<file path="src/wkd_pkg.sv">
// wake input detect: shared constants and types
// assumes a 50 MHz core clock derived from the internal oscillator
package wkd_pkg;
    localparam int unsigned CLK_MHZ        = 50;
    localparam int unsigned FLT_SHORT_US   = 16;
    localparam int unsigned FLT_LONG_US    = 64;
    // filter lengths in clock cycles (least times, exact multiples here)
    localparam int unsigned FLT_SHORT_CYC  = FLT_SHORT_US * CLK_MHZ;
    localparam int unsigned FLT_LONG_CYC   = FLT_LONG_US * CLK_MHZ;
    localparam int unsigned FLT_CNT_W      = 12;
    // filter select field codes
    localparam logic [1:0]  FLT_STATIC_16  = 2'h0;
    localparam logic [1:0]  FLT_STATIC_64  = 2'h1;
    localparam logic [1:0]  FLT_CYCLIC_A   = 2'h2;
    localparam logic [1:0]  FLT_CYCLIC_B   = 2'h3;
    // bias select field codes
    localparam logic [1:0]  BIAS_NONE      = 2'h0;
    localparam logic [1:0]  BIAS_DOWN      = 2'h1;
    localparam logic [1:0]  BIAS_UP        = 2'h2;
    localparam logic [1:0]  BIAS_AUTO      = 2'h3;
    // operating modes of the surrounding device
    localparam logic [1:0]  MODE_FULL_RUN  = 2'h0;
    localparam logic [1:0]  MODE_LP_RUN    = 2'h1;
    localparam logic [1:0]  MODE_SUPPLY_OFF = 2'h2;
    localparam logic [1:0]  MODE_FAULT_HOLD = 2'h3;
    localparam int unsigned NUM_WAKE       = 3;
    localparam int unsigned NUM_ALT        = 2;
endpackage

</file>
<file path="src/wkd_chan.sv">
// wake input detect: one input channel (sync, deglitch, edge event)
// assumes pin is asynchronous; window and mode come from the same clock
`timescale 1ns/1ps
module wkd_chan (
    input  wire logic       clock,
    input  wire logic       rst,
    input  wire logic       pin,
    input  wire logic [1:0] filt_sel,
    input  wire logic       window,
    output logic            event_p,
    output logic            level
);
    typedef struct packed {
        logic                            s1;
        logic                            s2;
        logic                            cand;
        logic [wkd_pkg::FLT_CNT_W-1:0]   cnt;
        logic                            stable;
        logic                            ev;
    } wkd_chan_s;

    wkd_chan_s st_r;
    wkd_chan_s st_nxt;
    logic [wkd_pkg::FLT_CNT_W-1:0] limit;
    logic                          active;

    // filter length and gating; cyclic modes sense only inside the window
    always_comb begin
        if (filt_sel == wkd_pkg::FLT_STATIC_64) begin
            limit = wkd_pkg::FLT_CNT_W'(wkd_pkg::FLT_LONG_CYC - 1);
        end else begin
            limit = wkd_pkg::FLT_CNT_W'(wkd_pkg::FLT_SHORT_CYC - 1);
        end
        active = !filt_sel[1] || window;
    end

    // next-state: s1 feeds only s2; filter restarts on every crossing
    always_comb begin
        st_nxt    = st_r;
        st_nxt.ev = 1'b0;
        st_nxt.s1 = pin;
        st_nxt.s2 = st_r.s1;
        if (!active) begin
            st_nxt.cand = st_r.stable; // outside window: ignore pin
            st_nxt.cnt  = '0;
        end else if (st_r.s2 != st_r.cand) begin
            st_nxt.cand = st_r.s2; // crossing restarts interval
            st_nxt.cnt  = '0;
        end else if (st_r.cand != st_r.stable) begin
            if (st_r.cnt == limit) begin
                st_nxt.stable = st_r.cand; // held long enough
                st_nxt.ev     = 1'b1;       // either direction
                st_nxt.cnt    = '0;
            end else begin
                st_nxt.cnt = st_r.cnt + 1'b1;
            end
        end
    end

    always_ff @(posedge clock or posedge rst) begin
        if (rst) begin
            st_r <= '0;
        end else begin
            st_r <= st_nxt;
        end
    end

    assign event_p = st_r.ev;
    assign level   = st_r.stable;

    // a recognised short-filter change must match the synchronised input two cycles before the event
    short_filter_a: assert property (@(posedge clock) disable iff (rst)
        (st_r.ev && filt_sel == wkd_pkg::FLT_STATIC_16 && $stable(filt_sel))
        |-> $past(st_r.s2, 2) == st_r.stable)
        else $error("event without steady input");
    cnt_restart_a: assert property (@(posedge clock) disable iff (rst)
        (active && st_r.s2 != st_r.cand) |=> st_r.cnt == '0)
        else $error("filter did not restart on crossing");
    window_gate_a: assert property (@(posedge clock) disable iff (rst)
        !active |=> !st_r.ev)
        else $error("event outside cyclic window");
endmodule

</file>
<file path="src/wkd_top.sv">
// wake input detect: three wake pins plus two alternate output pins
// assumes mode, config and timer windows are synchronous to clock;
// pins are asynchronous and are synchronised inside each channel
// limitation: pull enables only request the current sources; the pads
// and the timer on-windows live outside this block
`timescale 1ns/1ps
module wkd_top (
    input  wire logic       clock,
    input  wire logic       rst,
    input  wire logic       wake_pin_one,
    input  wire logic       wake_pin_two,
    input  wire logic       wake_pin_three,
    input  wire logic [1:0] alternate_output_pins,
    input  wire logic       alt_pins_as_wake,
    input  wire logic [1:0] op_mode,
    input  wire logic       cyclic_timer_a,
    input  wire logic       cyclic_timer_b,
    input  wire logic [2:0] wake_enable_control,
    input  wire logic [5:0] detect_filter_select,
    input  wire logic [5:0] bias_source_select,
    input  wire logic [2:0] wake_source_clear,
    input  wire logic [1:0] alt_status_clear,
    output logic      [2:0] wake_source_status,
    output logic      [1:0] alt_pin_wake_status,
    output logic      [2:0] pin_level_status,
    output logic      [2:0] pull_up_en,
    output logic      [2:0] pull_down_en,
    output logic            wake_irq,
    output logic            wake_request
);
    typedef struct packed {
        logic [2:0] src;
        logic [1:0] alt;
        logic [2:0] lvl;
        logic [2:0] pu;
        logic [2:0] pd;
        logic       irq;
        logic       wake;
    } wkd_top_s;

    // state register and the per-channel results of the filtered paths
    wkd_top_s   st_r;
    wkd_top_s   st_nxt;
    logic [2:0] pins;
    logic [2:0] ev;
    logic [2:0] lv;
    logic [1:0] alt_ev;
    logic [1:0] alt_lv;
    logic [2:0] win;
    logic       run_mode;

    // run modes interrupt; the supply-off and fault-hold modes wake instead
    assign pins = {wake_pin_three, wake_pin_two, wake_pin_one};
    assign run_mode = (op_mode == wkd_pkg::MODE_FULL_RUN) ||
                      (op_mode == wkd_pkg::MODE_LP_RUN);

    // one independent path per wake pin; window picks the assigned timer
    genvar g;
    generate
        for (g = 0; g < wkd_pkg::NUM_WAKE; g++) begin : g_wake
            assign win[g] = detect_filter_select[2*g] ? cyclic_timer_b
                                                      : cyclic_timer_a;
            wkd_chan u_chan (
                .clock    (clock),
                .rst      (rst),
                .pin      (pins[g]),
                .filt_sel (detect_filter_select[2*g+1 -: 2]),
                .window   (win[g]),
                .event_p  (ev[g]),
                .level    (lv[g])
            );
        end
        for (g = 0; g < wkd_pkg::NUM_ALT; g++) begin : g_alt
            // alternate pins have no filter choice, so the code is fixed
            wkd_chan u_alt ( // fixed static 16 us
                .clock    (clock),
                .rst      (rst),
                .pin      (alternate_output_pins[g]),
                .filt_sel (wkd_pkg::FLT_STATIC_16),
                .window   (1'b1),
                .event_p  (alt_ev[g]),
                .level    (alt_lv[g])
            );
        end
    endgenerate

    // flags set over clear so an event in the clear cycle is kept
    always_comb begin
        logic [2:0] hit;
        logic [1:0] alt_hit;
        hit     = ev & wake_enable_control;
        alt_hit = alt_pins_as_wake ? alt_ev : 2'h0;
        st_nxt  = st_r;
        st_nxt.src = (st_r.src & ~wake_source_clear) | hit;
        st_nxt.alt = (st_r.alt & ~alt_status_clear) | alt_hit;
        // filtered level; cyclic channels hold their last window sample
        if (run_mode) begin
            st_nxt.lvl = lv;
        end
        // pulses last one cycle; software reads the sticky flags
        st_nxt.irq  = run_mode && ((|hit) || (|alt_hit));
        st_nxt.wake = !run_mode && ((|hit) || (|alt_hit));
        // bias sources; auto follows the filtered level
        for (int i = 0; i < 3; i++) begin
            case (bias_source_select[2*i+1 -: 2])
                wkd_pkg::BIAS_DOWN: begin
                    st_nxt.pu[i] = 1'b0;
                    st_nxt.pd[i] = 1'b1;
                end
                wkd_pkg::BIAS_UP: begin
                    st_nxt.pu[i] = 1'b1;
                    st_nxt.pd[i] = 1'b0;
                end
                wkd_pkg::BIAS_AUTO: begin
                    st_nxt.pu[i] = lv[i];
                    st_nxt.pd[i] = !lv[i];
                end
                default: begin
                    st_nxt.pu[i] = 1'b0;
                    st_nxt.pd[i] = 1'b0;
                end
            endcase
        end
    end

    // reset leaves every bias source off, input floating
    always_ff @(posedge clock or posedge rst) begin
        if (rst) begin
            st_r <= '0;
        end else begin
            st_r <= st_nxt;
        end
    end

    // outputs come straight from the state register, no glue
    assign wake_source_status  = st_r.src;
    assign alt_pin_wake_status = st_r.alt;
    assign pin_level_status    = st_r.lvl;
    assign pull_up_en          = st_r.pu;
    assign pull_down_en        = st_r.pd;
    assign wake_irq            = st_r.irq;
    assign wake_request        = st_r.wake;

    // flag, interrupt, wake, level and bias checks on the registered outputs
    src_sticky_a: assert property (@(posedge clock) disable iff (rst)
        (|(ev & wake_enable_control)) |=> |st_r.src)
        else $error("wake flag not set");
    en_gate_a: assert property (@(posedge clock) disable iff (rst)
        (ev[2] && !wake_enable_control[2] && !wake_source_status[2])
        |=> !wake_source_status[2])
        else $error("disabled pin set its flag");
    irq_mode_a: assert property (@(posedge clock) disable iff (rst)
        (run_mode && |(ev & wake_enable_control))
        |=> wake_irq && !wake_request)
        else $error("run-mode event did not raise interrupt");
    wake_mode_a: assert property (@(posedge clock) disable iff (rst)
        (!run_mode && |(ev & wake_enable_control))
        |=> wake_request && !wake_irq)
        else $error("sleep-mode event did not wake");
    lvl_track_a: assert property (@(posedge clock) disable iff (rst)
        run_mode |=> pin_level_status == $past(lv))
        else $error("level status not tracking");
    bias_auto_a: assert property (@(posedge clock) disable iff (rst)
        bias_source_select[5:4] == wkd_pkg::BIAS_AUTO
        |=> pull_up_en[2] == $past(lv[2])
            && pull_down_en[2] != pull_up_en[2])
        else $error("automatic bias wrong");
    alt_flag_a: assert property (@(posedge clock) disable iff (rst)
        (alt_pins_as_wake && alt_ev[0]) |=> alt_pin_wake_status[0])
        else $error("alternate pin flag not set");
    set_wins_a: assert property (@(posedge clock) disable iff (rst)
        (ev[2] && wake_enable_control[2] && wake_source_clear[2])
        |=> wake_source_status[2])
        else $error("clear beat a simultaneous event");
    // alternate events are dropped while the pins serve as outputs
    alt_gate_a: assert property (@(posedge clock) disable iff (rst)
        !alt_pins_as_wake
        |=> (alt_pin_wake_status & ~$past(alt_pin_wake_status)) == 2'h0)
        else $error("alternate flag set while not a wake input");
    alt_clear_a: assert property (@(posedge clock) disable iff (rst)
        (alt_status_clear[0] && !(alt_pins_as_wake && alt_ev[0]))
        |=> !alt_pin_wake_status[0])
        else $error("alternate flag did not clear");
    alt_irq_a: assert property (@(posedge clock) disable iff (rst)
        (run_mode && alt_pins_as_wake && |alt_ev) |=> wake_irq)
        else $error("alternate event raised no interrupt");
    // outside run modes the level status must hold its last value
    level_hold_a: assert property (@(posedge clock) disable iff (rst)
        !run_mode |=> $stable(pin_level_status))
        else $error("level status moved outside run modes");
    // no enabled event, no pulse: guards against stray interrupts
    quiet_pulse_a: assert property (@(posedge clock) disable iff (rst)
        (!(|(ev & wake_enable_control)) && !(alt_pins_as_wake && |alt_ev))
        |=> !wake_irq && !wake_request)
        else $error("pulse without an enabled event");
    bias_down_a: assert property (@(posedge clock) disable iff (rst)
        bias_source_select[3:2] == wkd_pkg::BIAS_DOWN
        |=> pull_down_en[1] && !pull_up_en[1])
        else $error("pull-down select not applied");
    bias_none_a: assert property (@(posedge clock) disable iff (rst)
        bias_source_select[1:0] == wkd_pkg::BIAS_NONE
        |=> !pull_up_en[0] && !pull_down_en[0])
        else $error("current source on with none selected");
endmodule

</file>
<file path="config.mk">
export PLATFORM = sky130hd
export DESIGN_NAME = wkd_top
export DESIGN_NICKNAME = d
export VERILOG_FILES = /design/src/wkd_pkg.sv /design/src/wkd_chan.sv /design/src/wkd_top.sv
export SDC_FILE = /design/constraint.sdc
export NUM_CORES = 1
export LEC_CHECK = 0
export BUFFER_PORTS_ARGS = -buffer_cell sky130_fd_sc_hd__buf_2
export CORE_MARGIN = 10
export CORE_UTILIZATION = 27
export DETAILED_ROUTE_END_ITERATION = 12
export PLACE_DENSITY = 0.54
export SYNTH_ARGS = -nofsm -noshare
export SYNTH_HDL_FRONTEND = slang
export SYNTH_SLANG_ARGS = --single-unit
</file>
<file path="constraint.sdc">
create_clock -name clock -period 3 [get_ports clock]
set_input_delay 0.3 -clock clock [delete_from_list [all_inputs] [get_ports clock]]
set_output_delay 0.3 -clock clock [all_outputs]
set_load 0.01 [all_outputs]
</file>
======== After elaboration in Yosys (flattened, before gate mapping) ========
Index checks and enable logic that the tools add are counted.
storage, ports and cells
  flip-flop bits (word level) ............. 101
  word-level logic and storage cells ...... 159
cells by class
  add/subtract/negate cells ............... 5
  equality and inequality tests ........... 34
  muxes and demuxes ....................... 47
  bitwise logic cells ..................... 12
  reductions and logical operators ........ 24
operators by type and width
  kind                     number
  $mux W12                 13
  $mux W14                 5
  $add A12 B1 Y12 const B  5
  $mux W13                 3
  $eq A12 B12 Y1           3
  $eq A12 B10 Y1 const B   2
  $eq A2 B1 Y1 const B     7
  $mux W1                  14
  $eq A2 B2 Y1 const B     6
  $mux W2                  6
  $pmux W1 S2              6
  $reduce_and A4 Y1        3
  $ne A1 B1 Y1             10
  $ne A3 B3 Y1 const B     3
  $logic_not A1 Y1         7
  $and A3 B3 Y3            2
  $ne A2 B2 Y1 const B     3
  $reduce_and A3 Y1        2
  $logic_or A1 B1 Y1       5
  $not A1 Y1               5
  $reduce_bool A2 Y1       2
  $not A3 Y3               1
  $or A3 B3 Y3             1
  $reduce_or A3 Y1         1
  other kinds (6)          7

======== Logic depth before layout (Yosys ltp) ========
Gate-level depths: netlist of run 1.
  depth after elaboration ................. 7
  gate-level depth with buffers ........... 7
  mapped depth without buffers ............ 6

======== Cells and area by module ========
Synthesis of run 1 repeated with hierarchy kept, for this count alone.
second synthesis, totals
  cell total of the unflattened synthesis .. 518
  area, all modules ....................... 5,087.4 µm²
by module, submodules not included
  module    times used  cells an instance  area each (µm²)  seq. area each (µm²)
  wkd_chan  5           93                 894.6            425.4
  wkd_top   1           53                 614.3            400.4

======== Least setup slack after synthesis of run 1 ========
No wires, ideal clock.
  path type ............................... register -> register
  start point ............................. register g_alt[0].u_alt.st_r[2] (netlist name)
  end point ............................... register g_alt[0].u_alt.st_r[2] (netlist name)
  data arrival time ....................... 1,781 ps
  required time ........................... 2,875 ps
  slack ................................... 1,095 ps
  stages on the path, launching flop included .. 7
  buffers on the path ..................... 1
  clock period less this slack ............ 1,905 ps
  path through ............................ dfrtp_1 ha_1 or4b_4 nor4_4 nor2_4 buf_6 mux2_2
on the way
  longest elaborated chain between the ends .. 4
  elaborated cells between the ends (all ways) .. 5
  classes of those cells .................. add/sub: 1; eq/ne: 1; mux: 3
ends and longest elaborated chain
  item                                               RTL line                        text
  from (decl)                                        wkd_chan.sv:22                  wkd_chan_s st_r;
  from (signal assigned)                             wkd_chan.sv:64                  st_r <= st_nxt;
  $add A12 B1 Y12 or $eq A12 B10 Y1 (tied branches)  wkd_chan.sv:55, wkd_chan.sv:50
  $mux W12 *                                         wkd_chan.sv:50                  if (st_r.cnt == limit) begin
  $mux W14 *                                         wkd_chan.sv:49                  end else if (st_r.cand != st_r.stable) begin
  $mux W12 *                                         wkd_chan.sv:46                  end else if (st_r.s2 != st_r.cand) begin
Mark *: on every way between the ends. The rest lies on a longest branch, timed or not. The select of a mux whose other input is x is not followed.
A chain may end at the register's enable or synchronous reset.

======== Final worst setup path of run 1 ========
  start point ............................. register g_wake[1].u_chan.st_r[7] (netlist name)
  end point ............................... register g_wake[1].u_chan.st_r[11] (netlist name)
on the way
  longest elaborated chain between the ends .. 5
  elaborated cells between the ends (all ways) .. 6
  classes of those cells .................. add/sub: 1; eq/ne: 1; mux: 4
ends and longest elaborated chain
  item                                               RTL line                        text
  from (decl)                                        wkd_chan.sv:22
  from (signal assigned)                             wkd_chan.sv:64
  $add A12 B1 Y12 or $eq A12 B12 Y1 (tied branches)  wkd_chan.sv:55, wkd_chan.sv:50
  $mux W12 *                                         wkd_chan.sv:50
  $mux W14 *                                         wkd_chan.sv:49
  $mux W12 *                                         wkd_chan.sv:46
  $mux W13 *                                         wkd_chan.sv:43                  if (!active) begin
Marked as above.

==> results of run 1 <==
-- worst max-delay path: cells and delay by family, from the launching register on --
kind	cells	cell delay, ns
simple gates	2	0.73
flops	1	0.46
compound gates	3	0.82
-- power by group --
part           switching [mW]  internal [mW]
Combinational           0.122         0.0633
Clock                   0.503          0.829
Sequential             0.0341           1.39
-- Yosys cell counts, types with 6 or more instances --
cell	n
xnor2_1	6
nor2b_1	7
xor2_1	14
a31oi_1	28
nor3_1	11
o21ai_0	23
nand3_1	39
nand4_1	12
inv_1	19
a21oi_1	39
dfrtp_1	101
nor2_1	37
and3_1	10
mux2_2	10
clkbuf_1	11
nand2_1	67
and2_1	7
nor4_1	6
-- sequential cells by signal, indices dropped and copies added (netlist names) --
register / cells
alt_pin_wake_status: 2
g_alt.u_alt.event_p: 2
g_alt.u_alt.level: 2
g_alt.u_alt.st_nxt: 2
g_alt.u_alt.st_r: 28
g_wake.u_chan.event_p: 3
g_wake.u_chan.level: 3
g_wake.u_chan.st_nxt: 3
g_wake.u_chan.st_r: 42
pin_level_status: 3
pull_down_en: 3
pull_up_en: 3
wake_irq: 1
wake_request: 1
wake_source_status: 3
-- layer usage --
layer,vias up,global-route usage [%]
met3,11,3.28
li1,1950,-
met4,0,2.52
met2,74,14.1
met1,1894,12.2
met5,-,0
-- final cells by class --
| class | count | area (sq um) |
|---|---|---|
| well taps | 229 | 287 |
| inverters | 19 | 73.8 |
| clock inverters | 4 | 97.6 |
| fillers | 1843 | 12200 |
| multi-input cells | 378 | 2240 |
| flip-flops and latches | 101 | 2530 |
| repair buffers | 51 | 268 |
| clock buffers | 10 | 239 |
-- worst min path at each step --
stage / endpoint / cells after the start / slack, ns / from
after floorplan: g_alt[0].u_alt.st_r[15]$_DFF_PP0_ / 0 / 0.33 / g_alt[0].u_alt.st_nxt[15]$_DFF_PP0_
after global placement: g_alt[0].u_alt.st_r[15]$_DFF_PP0_ / 0 / 0.33 / g_alt[0].u_alt.st_nxt[15]$_DFF_PP0_
after detailed placement: g_alt[1].u_alt.st_r[15]$_DFF_PP0_ / 0 / 0.33 / g_alt[1].u_alt.st_nxt[15]$_DFF_PP0_
after CTS: g_alt[1].u_alt.st_nxt[15]$_DFF_PP0_ / 1 / 0.04 / alternate_output_pins[1]
after global routing: g_wake[0].u_chan.st_nxt[15]$_DFF_PP0_ / 1 / 0.04 / wake_pin_one
final: g_wake[0].u_chan.st_nxt[15]$_DFF_PP0_ / 1 / 0.06 / wake_pin_one
-- kinds of logic after synthesis --
logic type,synth area share [%]
compound gates,13.0
simple gates,24.4
xor+xnor,3.55
mux,3.30
flops,51.2
buf+inv,3.27
fa+ha+maj,1.27
-- metrics by stage --
stage / setup WS, ns / hold WS (ns) / util (%)
finish: 0.910 / 0.0594 / 31.9
global route: 0.706 / 0.0429 / 31.9
CTS: 0.900 / 0.0438 / 31.9
detailed placement: 0.914 / 0.335 / 30.1
global placement: 0.913 / 0.334 / 30.1
floorplan: 0.0529 / 0.331 / -
==> results.cfg, run 1 <==
[worst_setup_path]
critPathLaunchType = flop
endpoint = g_wake[1].u_chan.st_r[11]$_DFFE_PP0P_
crit_path_end_kind = flop
r2r-end = g_wake[1].u_chan.st_r[11]$_DFFE_PP0P_
regToRegStartpoint = g_wake[1].u_chan.st_r[7]$_DFFE_PP0P_
r2r_slack_ns = 0.91
arrival_ns = 2.35
cp.required_ns = 3.26
crit_type = reg -> reg
path_cells = nor4_1 -> o2111a_1 -> o211ai_2 -> or4b_2 -> a21oi_1
critPathMaxStageDelay_ns = 0.63
r2r_cells = 5
slowest_stage = or4b_2
worstPathMaxFanout = 15
crit_start = g_wake[1].u_chan.st_r[7]$_DFFE_PP0P_

[routing]
drt-met1-wl_mm = 5.31
via_per_inst = 4.96
wl_met3_um = 589
firstDrtPassIters = 5
drt_wl_total_mm = 11.0
vias = 3929
wl_met2_mm = 4.98
drc = 0
maxUsedRoutingLayer = met4
post_drt_wl_per_cell_um = 13.9
drtIter0Drc = 193
antenna_left = 0

[clock_network]
clk_path_buf_depth = 2
clock_sinks = 101
clk_latency_ns = 0.34
cts_resized = 0
clk_pin_slew_ns = 0.07
cts_root_buf = clkbuf_16
cts-htree-levels = 3
cts_hold_buf = 0
cts_setup_buffers = 0
cts_made_buffers = 9
cts_tree = yes

[final_layout]
nets = 597
layout_common_cells = dfrtp_1 (101), nand2_1 (67), buf_2 (46)
drive_above_1_share_pct = 16.0
diodes = 0
areaGrowthSynthToFinish_pct = 16.3
fin_cells = 792
postLayoutCellArea_sq_um = 5740
final_common_cell = dfrtp_1

[placed_design]
placed_area_sq_um = 5400
io_buffers = 46
place_congestion = 0.836
hpwl_mm = 7.75
placed_cells_incl_taps = 778

[floorplan]
die_h_um = 155
die_w_um = 155
rows = 49
pin_count = 48
initial_utilization_pct = 27.5
coreArea_sq_um = 18000
die_area_sq_um = 24100

[run_status]
status = completed

[timing]
rsz0062_at_grt = no
finalSetupTns_ns = 0
finalCritPeriodShare_pct = 69.7
setup_viol = 0
skew_ns = 0.00499
hold_viol = 0
worst_slew_pin_slew_ns = 1.04
slew_violations = 0
slew_headroom_pct = 29.9
fmax_mhz = 478
fin_crit_ns = 2.09

[synth]
synth_edf_count = 0
synth_top_area_cell = dfrtp_1
yosys.cell_types.count = 49
async_flop_share_pct = 100
avgSynthCellArea_sq_um = 9.54
syn_inst = 517
yosysWarningCount = 0
syn_nets = 554
synthFlopType = dfrtp_1
synth_top_cell_area_share_pct = 51.2
ys_seq_area_share_pct = 51.2
syn_area_sq_um = 4930
ys_seq_elements = 101
ys_top_cells_by_area = dfrtp_1 (51%), nand2_1 (5.1%), a21oi_1 (4.0%)

[power]
totalPowerFinal_mw = 2.95
power.density_nw_per_um2 = 514
p_leak_nw = 2.42
ir_drop_mv = 0.324

[grt]
track_usage_pct = 9.30
grt_pass1_wl_mm = 18.5
grt_pass1_vias = 3743
antenna_found_initial = 0
grt_max_degree = 81
gr-total-overflow = 0

[job]
drv_cap = 0

[min_path]
hold_class = in -> reg
Power figures use the tool's default switching activity.
==> run 2: changes to the inputs <==
- clock period: 3 -> 1.8 ns (I/O delays scaled with it)
==> run 2 against run 1 <==
  * The flow now finishes with violations (setup timing)
  * Sequential power grew 66%
  * Non-clock buffer count is 77 higher
  * Power up 62%
  * Cell area rose by 17%
  * First-iteration DRC count grew 18%
  * Sequential share of layout area fell by 6.4 points
  * Critical path depth unchanged
==> results.cfg, run 2 (synthesis gave the netlist of run 1 again) <==
[timing]
worst_slew_pin_slew_ns = 0.655
rsz0062_at_grt = yes
slew_headroom_pct = 56.1
worst_slack_ns = -0.0649
fin_crit_ns = 1.86
finalCritPeriodShare_pct = 104
hold_viol = 0
slew_violations = 0
skew_ns = 0.0110
setup_viol = 8
fmax_mhz = 536

[min_path]
hold_class = in -> reg
min_path_cells = 2
hp-start = alt_status_clear[0]

[final_layout]
nFillCells = 1771
nets = 676
diodes = 0
largest_reg_flops = 42
drive_above_1_share_pct = 34.0
final_common_cell = dfrtp_1
top_register = g_wake.u_chan.st_r
layout_common_cells = dfrtp_1 (101), nand2_1 (65), buf_4 (62)
fin_util_pct = 37.3
areaGrowthSynthToFinish_pct = 35.9
fin_cells = 873
postLayoutCellArea_sq_um = 6700
reg.largest.list = g_wake.u_chan.st_r: 42 flops, g_alt.u_alt.st_r: 28 flops

[clock_network]
cts_made_buffers = 9
cts-htree-levels = 3
clock_sinks = 101
cts_tree = yes
clk_latency_ns = 0.35
clk_path_buf_depth = 2
clk_pin_slew_ns = 0.07
cts_root_buf = clkbuf_16

[worst_setup_path]
regToRegStartpoint = g_wake[0].u_chan.st_r[12]$_DFFE_PP0P_
crit_path_end_kind = flop
crit_type = reg -> reg
critical_path_depth = 5
critPathBufInv = 0
arrival_ns = 2.10
cp.required_ns = 2.03
crit_family = simple AND/OR/NAND/NOR gates
worstPathMaxFanout = 4
crit_start = g_wake[0].u_chan.st_r[12]$_DFFE_PP0P_
critPathMaxStageDelay_ns = 0.54
r2r_slack_ns = -0.06
critPathLaunchType = flop
slowest_stage = or4_4
path_cells = or4_4 -> nor3_2 -> o211ai_1 -> nor2_1 -> mux2_4
r2r_cells = 5

[placed_design]
io_buffers = 46
placed_cells_incl_taps = 838
place_congestion = 0.863
hpwl_mm = 8.86
placed_area_sq_um = 5880

[run_status]
status = complete, but fails checks
violations = setup timing

[routing]
vias = 4357
drtIter0Drc = 228
post_drt_wl_per_cell_um = 14.6
drc = 0
drt_wl_total_mm = 12.7
antenna_left = 0
via_per_inst = 4.99
firstDrtPassIters = 5

[power]
power.density_nw_per_um2 = 712
ir_drop_mv = 0.506
p_leak_nw = 2.85

[floorplan]
die_area_sq_um = 24100
die_h_um = 155
initial_utilization_pct = 27.5
rows = 49
die_w_um = 155
coreArea_sq_um = 18000
pin_count = 48

[grt]
track_usage_pct = 10.3
grt_pass1_vias = 4297
antenna_found_initial = 0
gr-total-overflow = 0
grt_pass1_wl_mm = 21.0
grt_max_degree = 41

[job]
drv_cap = 0
run 2: cell types whose count changed in the layout (fill, tap and decap cells not counted), sizes merged:
| cell | previous run | this run |
|---|---|---|
| clkbuf | 10 | 12 |
| clkinvlp | 1 | 2 |
| bufinv | 3 | 1 |
| dlygate4sd3 | 0 | 9 |
| nor2 | 38 | 40 |
| inv | 19 | 18 |
| buf | 51 | 119 |
| clkinv | 0 | 2 |
run 2: report_power, final:
group	total, mW	internal [mW]	switching (mW)
registers	2.38	2.32	0.0510
clock network	1.96	1.11	0.842
logic	0.443	0.187	0.256
run 2: repair_timing:
action / in CTS / in global routing
cloned: 2 / 1
buffers inserted: 5 / 3
endpoints found under the hold margin: 20 / 1
pin swaps: 6 / 36
hold buffers: 8 / 1
setup endpoints to repair: 14 / 52
resized for setup: 20 / 74
run 2: final cells by class:
cell class | instances | area, sq um | share of cell area [%]
clock buffers | 12 | 246 | 3.68
clock inverters | 4 | 47.5 | 0.709
inverters | 19 | 75.1 | 1.12
multi-input cells | 380 | 2590 | 38.7
flip-flops and latches | 101 | 2530 | 37.7
well taps | 229 | 287 | 4.27
repair buffers | 128 | 927 | 13.8
run 2: final timing paths:
kind                                                    endpoint
max                           g_wake[0].u_chan.level$_DFFE_PP0P_
min                             alt_pin_wake_status[0]$_DFF_PP0_
max reg2reg                   g_wake[0].u_chan.level$_DFFE_PP0P_
min reg2reg                    g_alt[1].u_alt.st_r[15]$_DFF_PP0_
max in group asynchronous  g_wake[2].u_chan.st_nxt[15]$_DFF_PP0_
min in group asynchronous     g_alt[0].u_alt.st_r[6]$_DFFE_PP0P_
run 2: metal layers:
metal / vias up / wire [um] / track usage, % / share of wire (%)
met5: - / 0 / 0 / 0
met4: 0 / 44 / 2.02 / 0.35
met3: 4 / 509 / 3.01 / 4.0
met2: 90 / 6280 / 17.0 / 49
met1: 2157 / 5890 / 13.2 / 46
li1: 2106 / - / - / -
run 2: metrics by stage:
| step | power [mW] | setup TNS (ns) | setup slack [ns] | hold WS [ns] |
|---|---|---|---|---|
| 2_1_floorplan | 2.62 | -0.279 | -0.0998 | 0.211 |
| 3_3_place_gp | 2.79 | -0.190 | -0.0654 | 0.203 |
| 3_5_place_dp | 2.80 | -0.545 | -0.0988 | 0.201 |
| 4_1_cts | 4.81 | -0.258 | -0.0859 | 0.000130 |
| 5_1_grt | 5.00 | -1.84 | -0.130 | 0.00521 |
| 6_report | 4.77 | -0.136 | -0.0649 | 0.0106 |
